## src/shared/tfit_pkg.sv

```systemverilog
// package of constants for the trace FIFO integration-test register set
// ==========================================
// Operation
// - integration control bit 0 set selects integration mode, clear selects functional
// - functional mode: all test registers read zero, writes discarded
// - master data test write drives master data bits, reads zero
// - data test bit 0 is data bit 0, bits 1..16 are byte-lane top bits
// - implemented data test bits equal one plus data width over eight
// - master sync bit latches on sync rising edge, clears on read or exit
// - master handshake read returns live flush-valid bit 1, ready bit 0
// - master id test write drives seven-bit master id, reads zero
// - event test write drives flush-complete, full, acquisition-complete, reads zero
// - flush and trigger rising edges latch bits 1 and 0, cleared on read/exit
// - slave data test read returns slave data via byte-lane map
// - slave handshake test write drives sync, flush-valid, ready outputs
// - slave id test read returns seven-bit slave id input
// - slave control test read returns bytes, wakeup, flush-ready, valid
package tfit_pkg;
   localparam logic [11:0] OFS_MDATA = 12'hED0;
   localparam logic [11:0] OFS_MHS = 12'hED4;
   localparam logic [11:0] OFS_MID = 12'hED8;
   localparam logic [11:0] OFS_EVT = 12'hEE0;
   localparam logic [11:0] OFS_TRFL = 12'hEE8;
   localparam logic [11:0] OFS_SDATA = 12'hEEC;
   localparam logic [11:0] OFS_SHS = 12'hEF0;
   localparam logic [11:0] OFS_SID = 12'hEF4;
   localparam logic [11:0] OFS_SCTL = 12'hEF8;
   localparam logic [11:0] OFS_ITCTL = 12'hF00;
   localparam int BIT_ITEN = 0;
   localparam int BIT_SYNC = 2;
   localparam int BIT_FLUSHV = 1;
   localparam int BIT_READY = 0;
   localparam int BIT_FLCOMP = 2;
   localparam int BIT_FULL = 1;
   localparam int BIT_ACQ = 0;
   localparam int BIT_FLIN = 1;
   localparam int BIT_TRIG = 0;
   localparam int BIT_WAKE = 2;
   localparam int BYTES_LSB = 8;
   localparam int ID_W = 7;
   localparam int DATA_W = 128;
   localparam int BYTES_W = 4;
   localparam logic [31:0] RESET_VAL = 32'h0000_0000;
endpackage : tfit_pkg

```

## src/tfit_regs.sv

```systemverilog
// integration-test register set with APB slave and output muxing
`timescale 1ns/1ps
`default_nettype none
module tfit_regs
   import tfit_pkg::*;
#(
   parameter int DW = tfit_pkg::DATA_W
) (
   input wire logic clk_sys,
   input wire logic reset_n,
   // apb slave
   input wire logic psel,
   input wire logic penable,
   input wire logic pwrite,
   input wire logic [11:0] paddr,
   input wire logic [31:0] pwdata,
   output logic [31:0] prdata,
   output logic pready,
   output logic pslverr,
   // functional values of controllable outputs
   input wire logic [DW-1:0] fnDataM,
   input wire logic [tfit_pkg::ID_W-1:0] fnIdM,
   input wire logic fnFlushComp,
   input wire logic fnFull,
   input wire logic fnAcqComp,
   input wire logic fnSyncReqS,
   input wire logic fnFlushValidS,
   input wire logic fnReadyS,
   // atb master side
   output logic [DW-1:0] atdata_m,
   output logic [tfit_pkg::ID_W-1:0] atid_m,
   input wire logic atready_m,
   input wire logic afvalid_m,
   input wire logic syncreq_m,
   // atb slave side
   input wire logic [DW-1:0] atdata_s,
   input wire logic [tfit_pkg::ID_W-1:0] atid_s,
   input wire logic [tfit_pkg::BYTES_W-1:0] atbytes_s,
   input wire logic atvalid_s,
   input wire logic afready_s,
   input wire logic atwakeup_s,
   output logic atready_s,
   output logic afvalid_s,
   output logic syncreq_s,
   // events and triggers
   output logic flushcomp,
   output logic full,
   output logic acqcomp,
   input wire logic flushin,
   input wire logic trigin,
   // mode status for the functional core
   output logic integrationMode
);
   import tfit_pkg::*;
   // implemented width of the data test registers
   localparam int LW = 1 + DW / 8;

   // ==========================================
   // register state
   logic [LW-1:0] mDataDrive;
   logic [ID_W-1:0] mIdDrive;
   logic [2:0] evtDrive;
   logic [2:0] sHsDrive;
   logic itEnable;

   // ==========================================
   // bus decode
   function automatic logic hit(input logic [11:0] a, input logic [11:0] ofs);
      hit = (a[11:2] == ofs[11:2]);
   endfunction : hit

   wire access = psel & penable;
   wire wrStb = access & pwrite;
   wire rdStb = access & ~pwrite;
   // test registers only write in integration mode
   wire itWr = wrStb & itEnable;
   wire wrCtl = wrStb & hit(paddr, OFS_ITCTL);
   wire wrMData = itWr & hit(paddr, OFS_MDATA);
   wire wrMId = itWr & hit(paddr, OFS_MID);
   wire wrEvt = itWr & hit(paddr, OFS_EVT);
   wire wrSHs = itWr & hit(paddr, OFS_SHS);
   wire rdMHs = rdStb & hit(paddr, OFS_MHS);
   wire rdTrFl = rdStb & hit(paddr, OFS_TRFL);

   // ==========================================
   // control and drive registers
   // integration enable bit
   always_ff @(posedge clk_sys or negedge reset_n) begin
      if (!reset_n) begin
         itEnable <= RESET_VAL[0];
         mDataDrive <= '0;
         mIdDrive <= '0;
         evtDrive <= '0;
         sHsDrive <= '0;
      end else begin
         if (wrCtl) itEnable <= pwdata[BIT_ITEN];
         if (wrMData) mDataDrive <= pwdata[LW-1:0];
         if (wrMId) mIdDrive <= pwdata[ID_W-1:0];
         if (wrEvt) evtDrive <= pwdata[2:0];
         if (wrSHs) sHsDrive <= pwdata[2:0];
      end
   end
   assign integrationMode = itEnable;

   // ==========================================
   // edge latches
   logic syncLatch;
   logic flushLatch;
   logic trigLatch;
   tfit_edge_latch u_sync (
      .clk_sys(clk_sys),
      .reset_n(reset_n),
      .enable(itEnable),
      .sigIn(syncreq_m),
      .clear(rdMHs),
      .flag(syncLatch)
   );
   tfit_edge_latch u_flush (
      .clk_sys(clk_sys),
      .reset_n(reset_n),
      .enable(itEnable),
      .sigIn(flushin),
      .clear(rdTrFl),
      .flag(flushLatch)
   );
   tfit_edge_latch u_trig (
      .clk_sys(clk_sys),
      .reset_n(reset_n),
      .enable(itEnable),
      .sigIn(trigin),
      .clear(rdTrFl),
      .flag(trigLatch)
   );

   // ==========================================
   // lane map
   logic [DW-1:0] testDataM;
   logic [LW-1:0] sampledS;
   // written bits go to master data lanes
   tfit_lane_map #(.DW(DW)) u_map (
      .regBits(mDataDrive),
      .busIn(atdata_s),
      .busOut(testDataM),
      .sampled(sampledS)
   );

   // ==========================================
   // output muxing
   // functional value outside integration mode
   assign atdata_m = itEnable ? testDataM : fnDataM;
   assign atid_m = itEnable ? mIdDrive : fnIdM;
   assign flushcomp = itEnable ? evtDrive[BIT_FLCOMP] : fnFlushComp;
   assign full = itEnable ? evtDrive[BIT_FULL] : fnFull;
   assign acqcomp = itEnable ? evtDrive[BIT_ACQ] : fnAcqComp;
   assign syncreq_s = itEnable ? sHsDrive[BIT_SYNC] : fnSyncReqS;
   assign afvalid_s = itEnable ? sHsDrive[BIT_FLUSHV] : fnFlushValidS;
   assign atready_s = itEnable ? sHsDrive[BIT_READY] : fnReadyS;

   // ==========================================
   // read mux
   logic [31:0] mHsVal;
   logic [31:0] trFlVal;
   logic [31:0] sDataVal;
   logic [31:0] sIdVal;
   logic [31:0] sCtlVal;
   logic [31:0] testRd;
   logic [31:0] next_prdata;
   // sync latch plus live flush-valid and ready
   assign mHsVal = {29'h0000_0000, syncLatch, afvalid_m, atready_m};
   assign trFlVal = {30'h0000_0000, flushLatch, trigLatch};
   assign sDataVal = 32'(sampledS);
   assign sIdVal = {25'h000_0000, atid_s};
   assign sCtlVal = {20'h0_0000, atbytes_s, 5'h00, atwakeup_s, afready_s, atvalid_s};
   // write-only registers read zero
   assign testRd = hit(paddr, OFS_MHS) ? mHsVal :
                   hit(paddr, OFS_TRFL) ? trFlVal :
                   hit(paddr, OFS_SDATA) ? sDataVal :
                   hit(paddr, OFS_SID) ? sIdVal :
                   hit(paddr, OFS_SCTL) ? sCtlVal : 32'h0000_0000;
   assign next_prdata = hit(paddr, OFS_ITCTL) ? {31'h0000_0000, itEnable} :
                        itEnable ? testRd : 32'h0000_0000;
   assign pready = 1'b1;
   assign pslverr = 1'b0;
   always_ff @(posedge clk_sys or negedge reset_n) begin
      if (!reset_n) begin
         prdata <= 32'h0000_0000;
      end else if (psel & ~penable & ~pwrite) begin
         prdata <= next_prdata;
      end
   end

   // ==========================================
   // checks
   // functional reads zero
   a_func_raz: assert property (@(posedge clk_sys) disable iff (!reset_n)
      (psel && !penable && !pwrite && !itEnable && !hit(paddr, OFS_ITCTL)) |=> prdata == 0)
      else $error("functional read not zero");

   a_func_wi: assert property (@(posedge clk_sys) disable iff (!reset_n)
      (wrStb && !itEnable) |=> $stable(mDataDrive) && $stable(evtDrive) && $stable(sHsDrive))
      else $error("functional write took effect");

   a_mode_set: assert property (@(posedge clk_sys) disable iff (!reset_n)
      wrCtl |=> itEnable == $past(pwdata[0]))
      else $error("mode bit not stored");

   a_mid_drive: assert property (@(posedge clk_sys) disable iff (!reset_n)
      (wrMId && !wrCtl) |=> atid_m == $past(pwdata[6:0]))
      else $error("master id not driven");

   a_evt_drive: assert property (@(posedge clk_sys) disable iff (!reset_n)
      (wrEvt && !wrCtl) |=> {flushcomp, full, acqcomp} == $past(pwdata[2:0]))
      else $error("event outputs wrong");

   a_shs_drive: assert property (@(posedge clk_sys) disable iff (!reset_n)
      (wrSHs && !wrCtl) |=> {syncreq_s, afvalid_s, atready_s} == $past(pwdata[2:0]))
      else $error("slave handshake outputs wrong");

   a_mdata_lane: assert property (@(posedge clk_sys) disable iff (!reset_n)
      (wrMData && !wrCtl) |=> atdata_m[DW-1] == $past(pwdata[LW-1]) && atdata_m[0] == $past(pwdata[0]))
      else $error("master data lane wrong");

   a_func_pass: assert property (@(posedge clk_sys) disable iff (!reset_n)
      !itEnable |-> atdata_m == fnDataM && atready_s == fnReadyS)
      else $error("functional value not passed");

   a_sid_read: assert property (@(posedge clk_sys) disable iff (!reset_n)
      (psel && !penable && !pwrite && itEnable && hit(paddr, OFS_SID)) |=> prdata[6:0] == $past(atid_s))
      else $error("slave id read wrong");

   a_sid_upper: assert property (@(posedge clk_sys) disable iff (!reset_n)
      (psel && !penable && !pwrite && itEnable && hit(paddr, OFS_SID))
      |=> prdata[31:ID_W] == '0)
      else $error("slave id upper bits set");

   a_ctl_read: assert property (@(posedge clk_sys) disable iff (!reset_n)
      (psel && !penable && !pwrite && hit(paddr, OFS_ITCTL))
      |=> prdata == 32'($past(itEnable)))
      else $error("control readback wrong");

   // no latched state in functional mode
   a_func_latch: assert property (@(posedge clk_sys) disable iff (!reset_n)
      !$past(itEnable)
      |-> !syncLatch && !flushLatch && !trigLatch)
      else $error("latch set in functional mode");

   a_wo_raz: assert property (@(posedge clk_sys) disable iff (!reset_n)
      (psel && !penable && !pwrite && itEnable && (hit(paddr, OFS_MDATA) || hit(paddr, OFS_MID)
         || hit(paddr, OFS_EVT) || hit(paddr, OFS_SHS)))
      |=> prdata == 0)
      else $error("write-only register not zero");

   // filler bits of the first and last lanes stay low
   a_mdata_fill: assert property (@(posedge clk_sys) disable iff (!reset_n)
      itEnable
      |-> atdata_m[6:1] == 6'h00 && atdata_m[DW-2:DW-8] == 7'h00)
      else $error("master data filler bit set");

   a_sync_read: assert property (@(posedge clk_sys) disable iff (!reset_n)
      (psel && !penable && !pwrite && itEnable && hit(paddr, OFS_MHS))
      |=> prdata[BIT_SYNC] == $past(syncLatch))
      else $error("sync latch read wrong");

   a_sync_clear: assert property (@(posedge clk_sys) disable iff (!reset_n)
      (rdMHs && !syncreq_m)
      |=> !syncLatch)
      else $error("sync latch not cleared");

   a_mhs_read: assert property (@(posedge clk_sys) disable iff (!reset_n)
      (psel && !penable && !pwrite && itEnable && hit(paddr, OFS_MHS))
      |=> prdata[1:0] == $past({afvalid_m, atready_m}))
      else $error("master handshake read wrong");

   a_trfl_read: assert property (@(posedge clk_sys) disable iff (!reset_n)
      (psel && !penable && !pwrite && itEnable && hit(paddr, OFS_TRFL))
      |=> prdata[1:0] == $past({flushLatch, trigLatch}))
      else $error("flush and trigger read wrong");

   a_trfl_clear: assert property (@(posedge clk_sys) disable iff (!reset_n)
      (rdTrFl && !flushin && !trigin)
      |=> !flushLatch && !trigLatch)
      else $error("flush and trigger not cleared");

   a_mode_exit: assert property (@(posedge clk_sys) disable iff (!reset_n)
      $fell(itEnable)
      |=> !syncLatch && !flushLatch && !trigLatch)
      else $error("latch kept after mode exit");

   a_sdata_read: assert property (@(posedge clk_sys) disable iff (!reset_n)
      (psel && !penable && !pwrite && itEnable && hit(paddr, OFS_SDATA))
      |=> prdata[0] == $past(atdata_s[0]) && prdata[LW-1] == $past(atdata_s[DW-1]))
      else $error("slave data end lane wrong");

   a_sdata_mid: assert property (@(posedge clk_sys) disable iff (!reset_n)
      (psel && !penable && !pwrite && itEnable && hit(paddr, OFS_SDATA))
      |=> prdata[LW/2] == $past(atdata_s[8*(LW/2)-1]) && prdata[31:LW] == '0)
      else $error("slave data middle lane wrong");

   a_sctl_read: assert property (@(posedge clk_sys) disable iff (!reset_n)
      (psel && !penable && !pwrite && itEnable && hit(paddr, OFS_SCTL))
      |=> prdata[BYTES_LSB +: BYTES_W] == $past(atbytes_s)
         && prdata[2:0] == $past({atwakeup_s, afready_s, atvalid_s}))
      else $error("slave control read wrong");

   a_func_ctl: assert property (@(posedge clk_sys) disable iff (!reset_n)
      !itEnable
      |-> atid_m == fnIdM && {flushcomp, full, acqcomp} == {fnFlushComp, fnFull, fnAcqComp}
         && {syncreq_s, afvalid_s, atready_s} == {fnSyncReqS, fnFlushValidS, fnReadyS})
      else $error("functional controls not passed");

   // main scenarios reached
   c_enter_mode: cover property (@(posedge clk_sys) disable iff (!reset_n) $rose(itEnable));
   c_exit_mode: cover property (@(posedge clk_sys) disable iff (!reset_n) $fell(itEnable));
   c_sync_read: cover property (@(posedge clk_sys) disable iff (!reset_n) rdMHs && syncLatch);
   c_trig_read: cover property (@(posedge clk_sys) disable iff (!reset_n) rdTrFl && trigLatch);
   c_evt_write: cover property (@(posedge clk_sys) disable iff (!reset_n) wrEvt);
endmodule : tfit_regs
`default_nettype wire

```

## src/tfit_edge_latch.sv

```systemverilog
// sticky rising-edge latch with clear
`timescale 1ns/1ps
`default_nettype none
module tfit_edge_latch (
   input wire logic clk_sys,
   input wire logic reset_n,
   input wire logic enable,
   input wire logic sigIn,
   input wire logic clear,
   output logic flag
);
   import tfit_pkg::*;
   logic prev;
   wire rise = enable & sigIn & ~prev;
   // set wins over clear
   wire next_flag = rise | (flag & ~clear & enable);
   always_ff @(posedge clk_sys or negedge reset_n) begin
      if (!reset_n) begin
         prev <= 1'b0;
         flag <= 1'b0;
      end else begin
         prev <= sigIn;
         flag <= next_flag;
      end
   end
   a_rise_sets: assert property (@(posedge clk_sys) disable iff (!reset_n)
      rise |=> flag) else $error("edge not latched");
   a_exit_clears: assert property (@(posedge clk_sys) disable iff (!reset_n)
      !enable |=> !flag) else $error("flag held outside mode");
endmodule : tfit_edge_latch
`default_nettype wire

```

## src/tfit_lane_map.sv

```systemverilog
// byte-lane bit map between data bus and test register
`timescale 1ns/1ps
`default_nettype none
module tfit_lane_map #(
   parameter int DW = 128
) (
   input wire logic [DW/8:0] regBits,
   input wire logic [DW-1:0] busIn,
   output logic [DW-1:0] busOut,
   output logic [DW/8:0] sampled
);
   // bit 0 to data 0, bit k to data 8k-1
   assign busOut[0] = regBits[0];
   assign sampled[0] = busIn[0];
   genvar k, j;
   generate
      for (k = 1; k <= DW / 8; k++) begin : g_lane
         assign busOut[8*k-1] = regBits[k];
         assign sampled[k] = busIn[8*k-1];
      end
      for (j = 1; j < DW; j++) begin : g_zero
         if ((j % 8) != 7) begin : g_z
            assign busOut[j] = 1'b0;
         end
      end
   endgenerate
endmodule : tfit_lane_map
`default_nettype wire

```

## config.mk

```make
export PLATFORM = sky130hd
export DESIGN_NAME = tfit_regs
export DESIGN_NICKNAME = d
export VERILOG_FILES = /design/src/shared/tfit_pkg.sv /design/src/tfit_regs.sv /design/src/tfit_edge_latch.sv /design/src/tfit_lane_map.sv
export SDC_FILE = /design/constraint.sdc
export NUM_CORES = 1
export LEC_CHECK = 0
export BUFFER_PORTS_ARGS = -buffer_cell sky130_fd_sc_hd__buf_4
export CAP_MARGIN = 20
export CORE_AREA = 2 2 201 203
export CTS_CLUSTER_DIAMETER = 150
export DETAILED_ROUTE_END_ITERATION = 10
export DIE_AREA = 0 0 203 205
export PLACE_DENSITY = 0.33
export SLEW_MARGIN = 40
export SYNTH_ARGS = -nofsm -noshare
export SYNTH_HDL_FRONTEND = slang
export SYNTH_SLANG_ARGS = --single-unit
```

## constraint.sdc

```tcl
create_clock -name clk_sys -period 2 [get_ports clk_sys]
set_input_delay 0.1 -clock clk_sys [delete_from_list [all_inputs] [get_ports clk_sys]]
set_output_delay 0.1 -clock clk_sys [all_outputs]
set_load 0.02 [all_outputs]
```

Word-level counts from Yosys, hierarchy flattened
Index checks and enable logic that the tools add are counted.
Storage, ports and cells
  logic and storage cells: 72
  output and inout bits: 176
  flip-flop bits (word level): 69
Operators by class
  bitwise logic cells: 35
  muxes and demuxes: 15
  equality and inequality tests: 10
Operators by type and width (number)
  two-way mux 128 bit: 1
  equality test 10 bit, second input constant: 10
  two-way mux 17 bit: 5
  AND 1 bit: 25
  two-way mux 12 bit: 2
  two-way mux 7 bit: 1
  inverter 1 bit: 7
  two-way mux 1 bit: 6
  bitwise OR 1 bit: 3

Longest topological paths before layout
Gate-level depths: netlist (run 1).
  depth after elaboration: 8
  mapped depth: 6
  depth with buffers taken out: 5

By module
Synthesis (run 1) repeated with hierarchy kept, for this count alone.
Unflattened totals
  cells, all modules: 525
  area, all modules: 5331.4 sq um
By module, submodules not included
  tfit_regs: cells an instance 364, area an instance 4017.6 sq um, times used 1, sequential area each 1201.2 sq um
  tfit_lane_map: cells an instance 146, area an instance 1092.3 sq um, times used 1, sequential area each 0.0 sq um
  tfit_edge_latch: cells an instance 5, area an instance 73.8 sq um, times used 3, sequential area each 50.0 sq um

Least setup slack after synthesis (run 1)
Ideal clock, no wire load.
  path kind: register -> register
  from: reg itEnable, in the netlist integrationMode
  to: reg mDataDrive[10]
  slack: 0.159 ns
  data required time: 1.875 ns
  data arrival time: 1.716 ns
  cell stages (with the launch flop): 6
  cell sequence: dfrtp_1 -> nand4_1 -> or3_4 -> nor2_8 -> buf_12 -> mux2_4
On the way
  longest elaborated chain between the ends: 2
Ends and longest elaborated chain
  from (decl): line tfit_regs.sv:64  | logic itEnable;
  from (signal assigned): line tfit_regs.sv:90  | itEnable <= RESET_VAL[0];
  from (signal assigned): line tfit_regs.sv:96  | if (wrCtl) itEnable <= pwdata[BIT_ITEN];
  AND 1 bit: line tfit_regs.sv:76  | wire itWr = wrStb & itEnable;
  AND 1 bit: line tfit_regs.sv:78  | wire wrMData = itWr & hit(paddr, OFS_MDATA);
  to (signal assigned): line tfit_regs.sv:97  | if (wrMData) mDataDrive <= pwdata[LW-1:0];
  to (decl): line tfit_regs.sv:60  | logic [LW-1:0] mDataDrive;
No other way between the ends.
A chain may end at the register's enable or synchronous reset.

Final worst setup path (run 1)
  from: reg itEnable, in the netlist integrationMode
  to: reg evtDrive[1]
On the way
  longest elaborated chain between the ends: 2
Ends and longest elaborated chain
  AND 1 bit: line tfit_regs.sv:76
  AND 1 bit: line tfit_regs.sv:80  | wire wrEvt = itWr & hit(paddr, OFS_EVT);
  to (signal assigned): line tfit_regs.sv:99  | if (wrEvt) evtDrive <= pwdata[2:0];
  to (decl): line tfit_regs.sv:62  | logic [2:0] evtDrive;
No other way between the ends.

==> metrics, run 1 <==
status complete, no violations; most common flop cell mapped by yosys dfrtp_1; Hold Crit Class input port to flip-flop; capturing point of the worst reg2reg path evtDrive[1]; Slew headroom 60.55%; Worst-Margin Slew about 600 ps; Clk Latency, worst-skew pair ~300 ps; Final Core Density between 10% and 20%; Synth area leader dfrtp_1; number of instances in the placed design approximately 1300; number of non-filler instances in the completed layout between 1000 and 1500; TritonRoute pass-1 iters 4; endpoint class of the critical path flip-flop; global-route wire length before repair between 20000 and 25000 um; WP data arrival 2100 ps; Starting Density a little under a tenth; post-synthesis cell count between 300 and 400; R2R depth 4; synth warn 0; Sum Neg Setup Slack 0 ps; Fmax between 500 and 600 MHz; die height a little over 200 um; Nets roughly 1100; VDD IR max 0.0002577 V; count leader, synth nor2b_1; reg2reg setup slack between 100 and 150 ps; number of global-route vias before repair roughly 4000; Seq/Total Area, Yosys between 30% and 40%; Leak Pwr between 3 and 4 nW; WP data required 2200 ps; power per cell area just over 400 nW/um2; Root Driver clkbuf_16; CTS buffer count 5; Synth top area share between 30% and 40%; worst-case clock buffer depth 2; Sinks on Clock Net 54; Crit Reg-Reg Startpoint integrationMode; Worst Hold Path EP prdata[7]; final-report hold violation count 0; Layout area overhead 95.66%; I/O Buffers around 370; RSZ-0062 raised after global routing false; Slew Viols, Final 0; # setup viols final 0; CP max FO 4; Hold Path Origin atdata_s[55]; 1st-iter DRT viols 155; part of the cycle the worst path needs a little over nine tenths; number of synthesized flops with an enable pin 0; row count 73; initial antenna violation count 0; Fillers ~4400; largest net degree at the start of global routing 100; H-tree levels 2; # IOs just over 500; vias post-DR just over 4000; DR vias/cell 3.205; Final ANT Viol Nets 0; Netlist Area Pre-Place 3722 um2; Synth area leaders dfrtp_1 36%, nor2b_1 20%, mux2_2 15%; antenna cells 0; Distinct cells, synth 45; gpl congestion approximately 0.66; share of cells above drive strength 1 between 60 and 70%; DRC violations left 0; clock slew at reported path FFs about 80 ps; CP Launch Type flip-flop; register area 1355 um2; Setup WS post-layout about 100 ps; CP Launch Point integrationMode; drt wl/cell about 14 um; maxcap violations 0; critical path type flip-flop to flip-flop; Period minus WS final roughly 1900 ps; dpl ws 50.69 ps; die area around 42000 um2; DP HPWL 14180 um; Avg Inst Size Synth 9.953 um2; Clock Skews 8.856 ps; post-CTS setup buffer count 0; WL final roughly 17000 um; total gr overflow 0; FF+latch count, synth 54; multi-input combinational cell area between 2000 and 2500 um2; Overall Global Routing Usage roughly 7.7%; Core ar. between 30000 and 40000 um2; Min-Delay Path Depth 2; CTS tree built; Commonest cells post-synth 117 x nor2b_1, 54 x dfrtp_1, 51 x mux2_2, 20 x nand2_1, 18 x buf_4; DIE WIDTH 203 um; Async SR Flop Fraction 100.0%
critical path, stage by stage (launching register included):
cell and delay [ps]:
dfrtp_4 450, nand4_1 180, or3_4 480, nor3_4 310, mux2_2 380
layout by cell type, fill, tap and decap left out, drive strengths merged:
cell type / instances
inv: 2
clkinv: 2
and2b: 1
o31ai: 2
or3b: 1
nand4b: 1
conb: 17
nand3: 5
clkbuf: 6
dfrtp: 54
mux2: 61
nand4: 2
buf: 381
or2: 1
o21ai: 11
mux2i: 1
a21oi: 7
a31oi: 1
nor2: 7
nor3: 3
a22o: 6
or4: 1
a221oi: 1
and4b: 2
dlygate4sd3: 5
a22oi: 10
and3: 1
a211oi: 1
nand2b: 3
a21boi: 1
or3: 3
nand2: 21
nor4: 2
nor2b: 118
o41ai: 2
state kept, by name, indices dropped and copies added, names as in the netlist:
name / cells
sHsDrive: 3
mDataDrive: 17
integrationMode: 1
u_sync.flag: 1
u_sync.prev: 1
u_trig.prev: 1
u_flush.flag: 1
u_flush.prev: 1
mIdDrive: 7
prdata: 17
evtDrive: 3
u_trig.flag: 1
per-stage QoR:
step	total power, mW	cell area [um2]	hold slack (ps)
after global routing	3.210	7283	0.01368
after detailed placement	2.126	7091	135.7
after CTS	3.094	7279	2.290
final	3.021	7283	15.76
after global placement	2.126	7087	219.9
after floorplan	1.542	3779	-195.6
cells by family (layout without fill, tap and decap cells):
family / after synthesis / in the layout / share of synthesized area [%]
AOI/OAI and AO/OA: 42 / 42 / 7.933
buffers and inverters: 42 / 396 / 6.588
other: 2 / 17 / 0.2018
DFF: 54 / 54 / 36.30
muxes: 62 / 62 / 19.73
and+or+nand+nor: 172 / 172 / 29.24
what timing repair did:
| item | 4_1_cts | 5_1_grt |
|---|---|---|
| resized for setup | 0 | 1 |
| endpoints found under the hold margin | 58 | 0 |
| hold buffers | 5 | 0 |
| endpoints found under the setup margin | 0 | 1 |
power breakdown:
part | leakage [nW] | internal (mW) | switching, mW
registers | 0.746 | 1.09 | 0.000818
clock network | 0.0706 | 0.464 | 0.461
logic | 2.74 | 0.540 | 0.461
worst max path at each step:
stage                           to  cells past startpoint
global route           evtDrive[2]                      4
floorplan           mDataDrive[10]                      5
detailed placement     evtDrive[1]                      4
finish                 evtDrive[1]                      4
CTS                    evtDrive[1]                      4
global placement        prdata[13]                      7
cell type report:
type / instances / area share (%)
Clock buffer: 6 / 1.769
Clock inverter: 2 / 0.1374
Inverter: 2 / 0.1031
Multi-Input combinational cell: 293 / 29.96
Sequential cell: 54 / 18.61
Tap cell: 525 / 9.019
Timing Repair Buffer: 386 / 40.41
per-layer routing:
layer | track usage, % | up-vias | part of all wire (%)
li1 | - | 1969 | -
met2 | 13.17 | 207 | 49
met5 | 0 | - | 0
met3 | 1.607 | 8 | 7.8
met4 | 1.799 | 0 | 0.88
met1 | 9.837 | 1880 | 43
Note: power is estimated with default switching activity, not from simulation.
==> run 2, diff against run 1 <==
--- a/config.mk
+++ b/config.mk
@@ -7,9 +7,12 @@
 export LEC_CHECK = 0
+export ABC_CLOCK_PERIOD_IN_PS = 2000
 export BUFFER_PORTS_ARGS = -buffer_cell sky130_fd_sc_hd__buf_4
 export CAP_MARGIN = 20
-export CORE_AREA = 2 2 201 203
+export CELL_PAD_IN_SITES_DETAIL_PLACEMENT = 1
+export CELL_PAD_IN_SITES_GLOBAL_PLACEMENT = 1
+export CORE_AREA = 2 2 198 200
 export CTS_CLUSTER_DIAMETER = 150
 export DETAILED_ROUTE_END_ITERATION = 10
-export DIE_AREA = 0 0 203 205
-export PLACE_DENSITY = 0.33
+export DIE_AREA = 0 0 200 202
+export PLACE_DENSITY = 0.46
 export SLEW_MARGIN = 40
==> constraint.sdc (replaced) <==
create_clock -name clk_sys -period 2 [get_ports clk_sys]
set_input_delay 0.4 -clock clk_sys [delete_from_list [all_inputs] [get_ports clk_sys]]
set_output_delay 0.4 -clock clk_sys [all_outputs]
set_load 0.02 [all_outputs]
==> metrics, run 2 (synthesis results as in run 1) <==
global-route wire length before repair about 25000 um; CP Launch Type flip-flop; Largest regs mDataDrive (17), prdata (17), mIdDrive (7); WL final between 15000 and 20000 um; Nets about 1100; Finished Cell Area roughly 7900 um2; Setup WS post-layout -0.2829 ps; Sinks on Clock Net 54; DR vias/cell between 3 and 4; number of global-route vias before repair about 4500; Hold WS 22.50 ps; H-tree levels 2; Final ANT Viol Nets 0; Seq pwr share 34.1%; Clk Latency, worst-skew pair approximately 310 ps; RSZ-0062 raised after global routing true; proportion of power drawn by the clock network between 30 and 40%; Clock Skews about 5.6 ps; dpl ws -29.85 ps; Comb power frac between 30 and 40%; WP data required 1600 ps; Hold Crit Class input port to asynchronous set/reset pin; Root Driver clkbuf_16; failing checks negative setup slack; gpl congestion around 0.71; Core ar. 38290 um2; Internal Power between 2 and 2.5 mW; VDD IR max around 0.00025 V; number of instances in the placed design about 1300; power per cell area ~410 nW/um2; die area 40400 um2; 1st-iter DRT viols 103; placed cell areas a little over 7000 um2; row count 72; Starting Density about a tenth; critical path type flip-flop to output port; antenna cells 0; initial antenna violation count 0; WP data arrival around 1600 ps; CTS buffer count 5; Net Sw Frac between 20 and 30%; CP max FO 9; most common cell after layout, fill and taps aside buf_4; DIE WIDTH around 200 um; # IOs between 500 and 600; NetSw 935.0 uW; die height between 200 and 250 um; Layout area overhead 111.1%; endpoint class of the critical path output port; drt wl/cell between 10 and 15 um; Fmax 499.9 MHz; hold_buf cts 0; total gr overflow 0; share of cells above drive strength 1 68.37%; TritonRoute pass-1 iters 4; largest net degree at the start of global routing 33; Fillers about 4500; Slew Viols, Final 0; maxcap violations 0; Period minus WS final ~2000 ps; final-report hold violation count 0; Overall Global Routing Usage between 8 and 9%; # setup viols final 1; Leak Pwr 3.839 nW; clock slew at reported path FFs approximately 80 ps; worst-case clock buffer depth 2; most frequent cells in the layout 358 x buf_4, 84 x nor2b_1, 53 x dfrtp_1; vias post-DR about 4200; I/O Buffers approximately 370; DP HPWL about 15000 um; CTS tree built; part of the cycle the worst path needs 100.0%; number of non-filler instances in the completed layout between 1000 and 1500; DRC violations left 0; status complete, but fails checks
[run 2: cell count changes in the layout (fill, tap and decap cells not counted), sizes merged]
cell / before / now
buf: 381 / 401
dlygate4sd3: 5 / 0
clkbuf: 6 / 9
clkinv: 2 / 0
bufbuf: 0 / 1
bufinv: 0 / 1
clkinvlp: 0 / 1
[run 2: worst max-delay path, cell delays in order (launching register included)]
cell     delay (ps)
dfrtp_4         510
buf_12          170
buf_16          150
mux2_4          310
buf_6           130
[run 2: timing repair]
| action | 4_1_cts | 5_1_grt |
|---|---|---|
| buffers inserted | 2 | 3 |
| endpoints found under the setup margin | 35 | 80 |
| gates cloned | 3 | 3 |
| resized for setup | 12 | 65 |
[run 2: layout make-up]
class	instances	area [um2]	area share [%]
inverter	2	7.507	0.09553
multi-input combinational	293	2302	29.29
tap	518	648.1	8.247
clock buffer	6	128.9	1.640
timing repair buffer	405	3379	43.00
clock inverter	2	37.54	0.4776
sequential	54	1355	17.24
[run 2: metal layers]
layer  GRT usage (%)  routed length (um)  vias to the layer above
met5               0                   0                        -
met4           2.063                 173                        0
met3           2.386                1848                        9
met2           15.81                9897                      236
met1           9.051                6865                     1981
li1                -                   -                     2007
[run 2: final timing paths]
kind                                      start         endpoint  cells past startpoint  slack (ps)
worst max-delay path            integrationMode    atdata_m[103]                      4        -0.3
min in group clk_sys                    flushin     u_flush.prev                      1         210
worst max register to register  integrationMode      evtDrive[2]                      4         140
max in group asynchronous               reset_n  integrationMode                      2        1460
worst min-delay path                    reset_n        prdata[1]                      1          20
worst min register to register        prdata[5]        prdata[5]                      2         490
[run 2: per-stage QoR]
step / TNS [ps] / utilization (%) / power (mW)
floorplan: 0 / - / 1.542
global placement: -52.92 / 18.84 / 2.136
detailed placement: -189.8 / 18.84 / 2.140
CTS: -558.0 / 19.66 / 3.249
global route: -2408 / 20.53 / 3.393
finish: -0.2829 / 20.53 / 3.209
[run 2: power groups by stage]
stage	combinational [mW]	clock (mW)	sequential, mW
floorplan	0.425	0	1.12
global placement	1.02	0	1.12
detailed placement	1.02	0	1.12
CTS	1.03	1.12	1.09
global route	1.13	1.16	1.10
finish	1.06	1.06	1.09
==> run 3, diff against run 2 <==
- HOLD_SLACK_MARGIN: unset -> 0.15
==> metrics, run 3 (synthesis results as in run 1) <==
number of instances in the placed design approximately 1300; DP HPWL 14710 um; CTS buffer count 5; Final ANT Viol Nets 0; largest net degree at the start of global routing 33; gpl congestion approximately 0.71; Crit Reg-Reg Startpoint integrationMode; Worst Hold Path EP u_flush.prev; Overall Global Routing Usage under 10%; CP Cell Sequence buf_12, buf_16, mux2_4, buf_6; Finished Cell Area roughly 7900 um2; global-route wire length before repair roughly 26000 um; Min-Delay Path Depth 1; R2R depth 4; Slowest cell on crit path dfrtp_4; Hold Crit Class input port to flip-flop; Clk Latency, worst-skew pair ~310 ps; maxcap violations 0; row count 72; Starting Density about 9.7%; VDD IR max roughly 0.00025 V; Clock Skews 5.579 ps; Hold Path Origin flushin; antenna cells 0; number of global-route vias before repair ~4500; status complete, no violations; Leak Pwr ~3.8 nW; register area between 1000 and 1500 um2; endpoint class of the critical path output port; Slew Viols, Final 0; DRC violations left 0; die area around 40000 um2; multi-input combinational cell area around 2300 um2; DIE WIDTH approximately 200 um; slowest stage delay, CP between 500 and 600 ps; drt wl/cell approximately 15 um; Fillers about 4500; most frequent cells in the layout 358 x buf_4, 84 x nor2b_1, 53 x dfrtp_1; Sinks on Clock Net between 50 and 60; CP max FO 9; placed cell areas between 7000 and 8000 um2; initial antenna violation count 0; RSZ-0062 raised after global routing true; Layout area overhead 111.4%; WL final ~19000 um; DR vias/cell around 3.3; H-tree levels 2; most common cell after layout, fill and taps aside buf_4; WP buf/inv 3; worst-case clock buffer depth 2; total gr overflow 0; power per cell area between 400 and 500 nW/um2; critical path type flip-flop to output port; TritonRoute pass-1 iters 4; Nets approximately 1100; Root Driver clkbuf_16; # IOs 513; final-report hold violation count 0; # setup viols final 0; Fmax 500.1 MHz; capturing point of the worst reg2reg path evtDrive[2]; CP Launch Type flip-flop; Largest regs mDataDrive (17), prdata (17), mIdDrive (7); Core ar. ~38000 um2; share of cells above drive strength 1 between 60% and 70%; Top delay family on crit path flip-flops; reg2reg setup slack between 100 and 150 ps; clock slew at reported path FFs roughly 80 ps; 1st-iter DRT viols 91; number of non-filler instances in the completed layout about 1300; Period minus WS final about 2000 ps; WP data arrival ~1600 ps; die height a little over 200 um; vias post-DR approximately 4200; I/O Buffers ~370; CTS tree built; part of the cycle the worst path needs ~100%; WP data required ~1600 ps
==> run 3: layout make-up <==
class                      count  area share, %
sequential                    54          17.22
multi-input combinational    293          29.26
clock inverter                 2         0.4770
timing repair buffer         406          43.08
tap                          518          8.237
clock buffer                   6          1.638
inverter                       2        0.09540
==> run 3: worst max-delay path by stage <==
stage                          startpoint            end  slack (ps)  depth (start not counted)
after floorplan           integrationMode    atdata_m[0]          60                          3
after global placement           paddr[4]      prdata[7]         -10                          7
after detailed placement         paddr[4]      prdata[7]         -30                          7
after CTS                 integrationMode  atdata_m[103]         -90                          4
after global routing      integrationMode   atdata_m[60]         -60                          4
final                     integrationMode  atdata_m[103]         0.2                          4
==> run 3: metrics by stage <==
stage	hold slack (ps)	total power [mW]	setup slack (ps)	setup TNS, ps	utilization [%]
floorplan	104.4	1.542	62.27	0	-
global placement	384.8	2.136	-14.98	-52.92	18.84
detailed placement	383.7	2.140	-29.85	-189.8	18.84
CTS	191.9	3.251	-86.36	-558.0	19.69
global route	189.0	3.395	-63.81	-2408	20.55
finish	207.9	3.209	0.2188	0	20.55
==> run 3: worst register-to-register path, stage by stage (launching register included) <==
cell	delay, ps
dfrtp_4	450
nand4_1	170
or3_4	470
nor3_4	300
mux2_2	380
==> run 3: layer usage <==
layer	up-vias	GRT usage, %	wire length, um
li1	2011	-	-
met1	1984	9.051	6858
met2	236	15.84	9910
met3	9	2.386	1848
met4	0	2.063	173
met5	-	0	0
==> run 3: where the power goes <==
part | internal (mW) | total [mW] | switching [mW]
clock network | 0.594 | 1.06 | 0.462
registers | 1.09 | 1.09 | 0.000868
logic | 0.588 | 1.06 | 0.471
==> run 3: timing repair <==
item                                    CTS  global route
hold buffers                              1             0
resized for setup                        12            65
endpoints found under the setup margin   35            80
hold endpoints to repair                 27             0
cloned                                    3             3
buffers inserted                          2             3
